### config.mk
export PLATFORM = sky130hd
export DESIGN_NAME = mri_decode
export DESIGN_NICKNAME = d
export VERILOG_FILES = /design/src/mri_pkg.sv /design/src/mri_decode.sv /design/src/mri_opdec.sv
export VERILOG_INCLUDE_DIRS = /design/src /design/src/src
export SDC_FILE = /design/constraint.sdc
export NUM_CORES = 1
export LEC_CHECK = 0
export ABC_CLOCK_PERIOD_IN_PS = 2400
export BUFFER_PORTS_ARGS = -buffer_cell sky130_fd_sc_hd__buf_2
export CAP_MARGIN = 30
export CORE_UTILIZATION = 47
export CTS_BUF_LIST = sky130_fd_sc_hd__clkbuf_4 sky130_fd_sc_hd__clkbuf_8 sky130_fd_sc_hd__clkbuf_16
export DETAILED_ROUTE_END_ITERATION = 16
export HOLD_SLACK_MARGIN = 0.06
export PLACE_DENSITY = 0.86
export SYNTH_ARGS = -nofsm -noshare
export SYNTH_HDL_FRONTEND = slang
export SYNTH_HIERARCHICAL = 1
export SYNTH_SLANG_ARGS = --single-unit
### constraint.sdc
create_clock -name ref_clk_i -period 2.4 [get_ports ref_clk_i]
set_input_delay 0.12 -clock ref_clk_i [delete_from_list [all_inputs] [get_ports ref_clk_i]]
set_output_delay 0.12 -clock ref_clk_i [all_outputs]
set_load 0.01 [all_outputs]
### src/mri_consts.svh
`ifndef MRI_CONSTS_SVH
`define MRI_CONSTS_SVH

// ****************************************
// opcode patterns
// ****************************************
`define MRI_OP_FILE_TO_ACC_HI  7'h10
`define MRI_OP_LIT_TO_ACC_HI   6'h19
`define MRI_OP_ACC_TO_FILE_HI  7'h01
`define MRI_OP_ACC_TO_SPEC_HI  8'h00
`define MRI_OP_IDLE            14'h0000
`define MRI_OP_SUB_EXIT        14'h0040
`define MRI_OP_INT_EXIT        14'h0060
// ****************************************
// reset values
// ****************************************
`define MRI_ACC_RST            8'h00
`define MRI_PC_RST             11'h000
`define MRI_GIE_RST            1'b0
`endif

### src/mri_pkg.sv
package mri_pkg;
   typedef logic [13:0] mri_instr_t;
   typedef logic [10:0] mri_pc_t;
   typedef logic [7:0]  mri_byte_t;
   typedef enum logic [0:0] {
      MRI_ST_EXEC  = 1'b0,
      MRI_ST_FLUSH = 1'b1
   } mri_state_t;
endpackage

### src/mri_decode.sv
`include "mri_consts.svh"
// ****************************************
// move and return execute stage
// ****************************************
module mri_decode
   import mri_pkg::*;
(
   input  wire logic                ref_clk_i,
   input  wire logic                rst_i,
   input  wire mri_pkg::mri_instr_t instr_i,
   input  wire logic                instr_valid_i,
   input  wire mri_pkg::mri_byte_t  file_rdata_i,
   input  wire mri_pkg::mri_pc_t    stack_top_entry_i,
   output logic                     instr_ready_o,
   output mri_pkg::mri_byte_t       accumulator_o,
   output mri_pkg::mri_pc_t         pc_o,
   output logic [6:0]               file_addr_o,
   output logic                     file_we_o,
   output mri_pkg::mri_byte_t       file_wdata_o,
   output logic [5:0]               spec_addr_o,
   output logic                     spec_we_o,
   output mri_pkg::mri_byte_t       spec_wdata_o,
   output logic                     stack_pop_o,
   output logic                     global_interrupt_enable_o,
   output logic                     flags_we_o
);
   import mri_pkg::*;

   logic f2a, l2a, a2f, a2s, idl, sxit, ixit;
   mri_state_t state_r, state_nxt;
   mri_byte_t  acc_r, acc_nxt;
   mri_pc_t    pc_r, pc_nxt;
   logic       gie_r, gie_nxt;
   logic [6:0] faddr_r;
   logic [5:0] saddr_r;
   logic       fwe_r, swe_r, pop_r;
   logic       ready_r;
   mri_byte_t  fwd_r, swd_r;

   mri_opdec u_opdec (
      .instr_i       (instr_i),
      .file_to_acc_o (f2a),
      .lit_to_acc_o  (l2a),
      .acc_to_file_o (a2f),
      .acc_to_spec_o (a2s),
      .idle_o        (idl),
      .sub_exit_o    (sxit),
      .int_exit_o    (ixit)
   );

   // ****************************************
   // next-state decode
   // ****************************************
   wire exec_w   = instr_valid_i && (state_r == MRI_ST_EXEC);
   wire ret_w    = exec_w && (sxit || ixit);

   // ****************************************
   // write selects
   // ****************************************
   // the opcode fields never overlap, so no priority is needed here
   wire file_hit_w = exec_w && a2f;
   wire spec_hit_w = exec_w && a2s;
   // file read data is combinational from the addressed register
   assign file_addr_o = exec_w ? instr_i[6:0] : faddr_r;

   // a return load overrides the plain counter step
   always_comb begin
      state_nxt = state_r;
      acc_nxt   = acc_r;
      pc_nxt    = pc_r;
      gie_nxt   = gie_r;
      case (state_r)
         MRI_ST_EXEC: begin
            if (exec_w) begin
               pc_nxt = mri_pc_t'(pc_r + 11'h001);
               if (f2a) acc_nxt = file_rdata_i;
               if (l2a) acc_nxt = instr_i[7:0];
               if (ret_w) begin
                  pc_nxt    = stack_top_entry_i;
                  state_nxt = MRI_ST_FLUSH;
               end
               if (ixit) gie_nxt = 1'b1;
            end
         end
         MRI_ST_FLUSH: state_nxt = MRI_ST_EXEC;
         default: state_nxt = MRI_ST_EXEC;
      endcase
   end

   // ****************************************
   // core state
   // ****************************************
   always_ff @(posedge ref_clk_i) begin
      if (rst_i) begin
         state_r <= MRI_ST_EXEC;
         acc_r   <= `MRI_ACC_RST;
         pc_r    <= `MRI_PC_RST;
         gie_r   <= `MRI_GIE_RST;
      end else begin
         state_r <= state_nxt;
         acc_r   <= acc_nxt;
         pc_r    <= pc_nxt;
         gie_r   <= gie_nxt;
      end
   end

   // ****************************************
   // fetch ready flag
   // ****************************************
   // a flop rather than a state decode, so the handshake output is glitch free
   always_ff @(posedge ref_clk_i) begin
      if (rst_i) begin
         ready_r <= 1'b1;
      end else begin
         ready_r <= (state_nxt == MRI_ST_EXEC);
      end
   end

   // ****************************************
   // registered write and pop strobes
   // ****************************************
   always_ff @(posedge ref_clk_i) begin
      if (rst_i) begin
         fwe_r   <= 1'b0;
         swe_r   <= 1'b0;
         pop_r   <= 1'b0;
         faddr_r <= 7'h00;
         saddr_r <= 6'h00;
         fwd_r   <= 8'h00;
         swd_r   <= 8'h00;
      end else begin
         fwe_r <= file_hit_w;
         swe_r <= spec_hit_w;
         pop_r <= ret_w;
         if (exec_w) begin
            faddr_r <= instr_i[6:0];
            saddr_r <= instr_i[5:0];
            fwd_r   <= acc_r;
            swd_r   <= acc_r;
         end
      end
   end

   // flags never written by this group
   assign flags_we_o                = 1'b0;
   assign instr_ready_o             = ready_r;
   assign accumulator_o             = acc_r;
   assign pc_o                      = pc_r;
   assign file_we_o                 = fwe_r;
   assign file_wdata_o              = fwd_r;
   assign spec_addr_o               = saddr_r;
   assign spec_we_o                 = swe_r;
   assign spec_wdata_o              = swd_r;
   assign stack_pop_o               = pop_r;
   assign global_interrupt_enable_o = gie_r;
endmodule

### src/mri_opdec.sv
`include "mri_consts.svh"
// ****************************************
// pure opcode classifier
// ****************************************
module mri_opdec
   import mri_pkg::*;
(
   input  wire mri_pkg::mri_instr_t instr_i,
   output logic                     file_to_acc_o,
   output logic                     lit_to_acc_o,
   output logic                     acc_to_file_o,
   output logic                     acc_to_spec_o,
   output logic                     idle_o,
   output logic                     sub_exit_o,
   output logic                     int_exit_o
);
   // field matches; idle is checked before the special-register form
   assign idle_o        = (instr_i == `MRI_OP_IDLE);
   assign file_to_acc_o = (instr_i[13:7] == `MRI_OP_FILE_TO_ACC_HI);
   assign lit_to_acc_o  = (instr_i[13:8] == `MRI_OP_LIT_TO_ACC_HI);
   assign acc_to_file_o = (instr_i[13:7] == `MRI_OP_ACC_TO_FILE_HI);
   assign acc_to_spec_o = (instr_i[13:6] == `MRI_OP_ACC_TO_SPEC_HI) && !idle_o;
   assign sub_exit_o    = (instr_i == `MRI_OP_SUB_EXIT);
   assign int_exit_o    = (instr_i == `MRI_OP_INT_EXIT);
endmodule

==> metrics.md <==
| Metric | Value |
|---|---|
| Total design power | `about 1.5 mW` |
| Yosys warning count | `6` |
| Startpoint types | `primary input` |
| GRT Resource Usage Total | `22.50%` |
| WL final | `5.338 mm` |
| Initial Util | `between 40% and 50%` |
| Crit-path max cell delay | `approximately 0.53 ns` |
| CTS H-Tree Depth | `2` |
| Cell family with most CP delay | `simple AND/OR/NAND/NOR gates` |
| Routability cong. | `roughly 0.92` |
| Via Count | `2117` |
| Final hold vios | `0` |
| Max Slew Vio Count | `0` |
| Clock root buffer | `clkbuf_8` |
| Sw Share | `roughly 24%` |
| Min cycle time layout | `~1.9 ns` |
| Final setup viols | `0` |
| Mapped cell area | `2137 sq um` |
| RSZ-0062 raised after global routing | `no` |
| Wire length per cell | `13.72 um` |
| Num CTS Buffers | `5` |
| Inserted Diodes | `0` |
| CP cell instances | `buf_2 -> nor4_2 -> nand2_1 -> nor2_1 -> or2_1 -> o21ai_1 -> a22oi_1 -> a31oi_1` |
| Syn_nets | `between 200 and 300` |
| Fraction of layout cells with a size suffix above 1 | `32.64%` |
| Worst vdd ir | `between 0.3 and 0.4 mV` |
| Critical path required time | `2.55 ns` |
| Post-DRT Antenna Nets | `0` |
| Aggregate global routing overflow | `0` |
| P per Cell Area | `approximately 570 nW/um^2` |
| Vias per inst | `~5.4` |
| DR pass1 iterations | `4` |
| Fin nets | `373` |
| Detailed placement HPWL | `3.861 mm` |
| Max-slew headroom | `between 40% and 50%` |
| Die Ht | `about 69 um` |
| Hold slack | `about 0.076 ns` |
| Critical path class | `primary input to register` |
| Clk_skew | `0.005255 ns` |
| WP data arrival | `just over 2 ns` |
| # IOs | `90` |
| Comb pwr share | `~10%` |
| Vias in the first global route | `1883` |
| Switching power total | `between 0.3 and 0.4 mW` |
| Sequential power share | `a little over half` |
| Post-CTS Resized | `0` |
| Core area | `between 4000 and 5000 sq um` |
| Max-Cap Viols | `0` |
| Iteration-0 DRC Markers | `136` |
| Mapped Cells | `262` |
| Int Pwr | `roughly 1.2 mW` |
| Leak | `~1.2 nW` |
| I/O Buffers | `between 80 and 90` |
| CP max-delay cell | `or2_1` |
| Maximum clock insertion buffer count | `2` |
| Syn_area_per_cell | `roughly 8.2 sq um` |
| Clock Latency Late Sink | `about 0.30 ns` |
| Largest net degree at the start of global routing | `43` |
| Die Wd | `just under 70 um` |
| Final Cycle Share | `~80%` |
| Fmax | `525.2 MHz` |
| Residual DRC count | `0` |
| Worst Path Max Fanout | `18` |
| Area grow syn2layout | `23.65%` |
| Buffers & Inverters on Critical Path | `1` |
| Antenna violations before repair | `0` |
| Post CTS Setup Buffer Count | `0` |
| Outcome | `finished clean` |
| Row cnt | `24` |
| CTS tree | `done` |
| Worst-path clk slew | `~0.080 ns` |
| Crit end category | `register` |
| First-pass GRT wire length | `about 8.9 mm` |
| Die area | `between 4000 and 5000 sq um` |
| Sink Count | `46` |
| Fin Setup TNS | `0 ns` |
| Cts-stage hold buffer count | `0` |
| Clk pwr share | `a little under two fifths` |
| Worst-Margin Slew | `0.7688 ns` |
| Hold crit path type | `primary input to register` |
[area by class of cell]
class                           count  area (sq um)
Inverter                            2         7.507
Fill cell                         396          1712
Sequential cell                    46         920.9
Clock inverter                      3         40.04
Timing Repair Buffer               92         470.5
Tap cell                           52         65.06
Clock buffer                        5         68.82
Multi-Input combinational cell    189          1070
[path summary, 6_finish.rpt]
kind / startpoint / cells past startpoint / endpoint / slack [ns]
setup / recovery: instr_i[4] / 8 / pc_o[10]$_SDFFE_PP0P_ / 0.50
hold / removal: stack_top_entry_i[0] / 3 / pc_o[0]$_SDFFE_PP0P_ / 0.08
setup reg to reg: state_r$_SDFF_PP0_ / 4 / pc_o[10]$_SDFFE_PP0P_ / 0.83
hold reg to reg: spec_addr_o[1]$_SDFFE_PP0P_ / 2 / spec_addr_o[1]$_SDFFE_PP0P_ / 0.45
[sequential cells by signal, indices dropped and copies added (netlist names)]
signal                     flops
faddr_r                        7
file_we_o                      1
spec_wdata_o                   8
global_interrupt_enable_o      1
instr_ready_o                  1
spec_we_o                      1
accumulator_o                  8
pc_o                          11
stack_pop_o                    1
spec_addr_o                    6
state_r                        1
[cell usage in the layout (no fill, tap or decap), types with 3 or more instances in the layout]
cell type,instances
buf_2,88
nand2_1,56
dfxtp_1,46
a21oi_1,30
nor2_1,23
mux2i_1,8
a211oi_1,8
o21ai_1,7
clkbuf_8,5
buf_4,4
nand4_1,3
o21ai_0,3
nor4_1,3
nor3_1,3
nor3b_1,3
and2_1,3
a22oi_1,3
nor4b_1,3
[power by group through the flow]
stage               combinational (mW)  sequential, mW  clock, mW
detailed placement               0.156           0.810          0
CTS                              0.157           0.793      0.580
global placement                 0.154           0.810          0
floorplan                       0.0757           0.815          0
global route                     0.171           0.795      0.603
finish                           0.156           0.793      0.566
[routing by layer]
| metal | GRT usage (%) | vias up | wire, um | part of all wire [%] |
|---|---|---|---|---|
| li1 | - | 1053 | - | - |
| met1 | 29.36 | 971 | 2355 | 44 |
| met2 | 37.65 | 89 | 2549 | 48 |
| met3 | 5.233 | 4 | 393 | 7.4 |
| met4 | 5.215 | 0 | 39 | 0.73 |
| met5 | 0 | - | 0 | 0 |
[through the flow]
stage	cell area, sq um	setup slack, ns	std cells	util (%)
finish	2643	0.4959	389	60.69
global route	2643	0.3228	389	60.69
CTS	2643	0.4790	389	60.69
detailed placement	2534	0.2193	381	58.19
global placement	2534	0.3138	381	58.19
floorplan	2137	0.6949	262	-
[tightest hold or removal path: cells and delay by family]
| family | cells | cell delay [ns] |
|---|---|---|
| and+or+nand+nor | 1 | 0.07 |
| buffers and inverters | 1 | 0.08 |
| AOI/OAI and AO/OA | 1 | 0.06 |
Power figures use the tool's default switching activity.
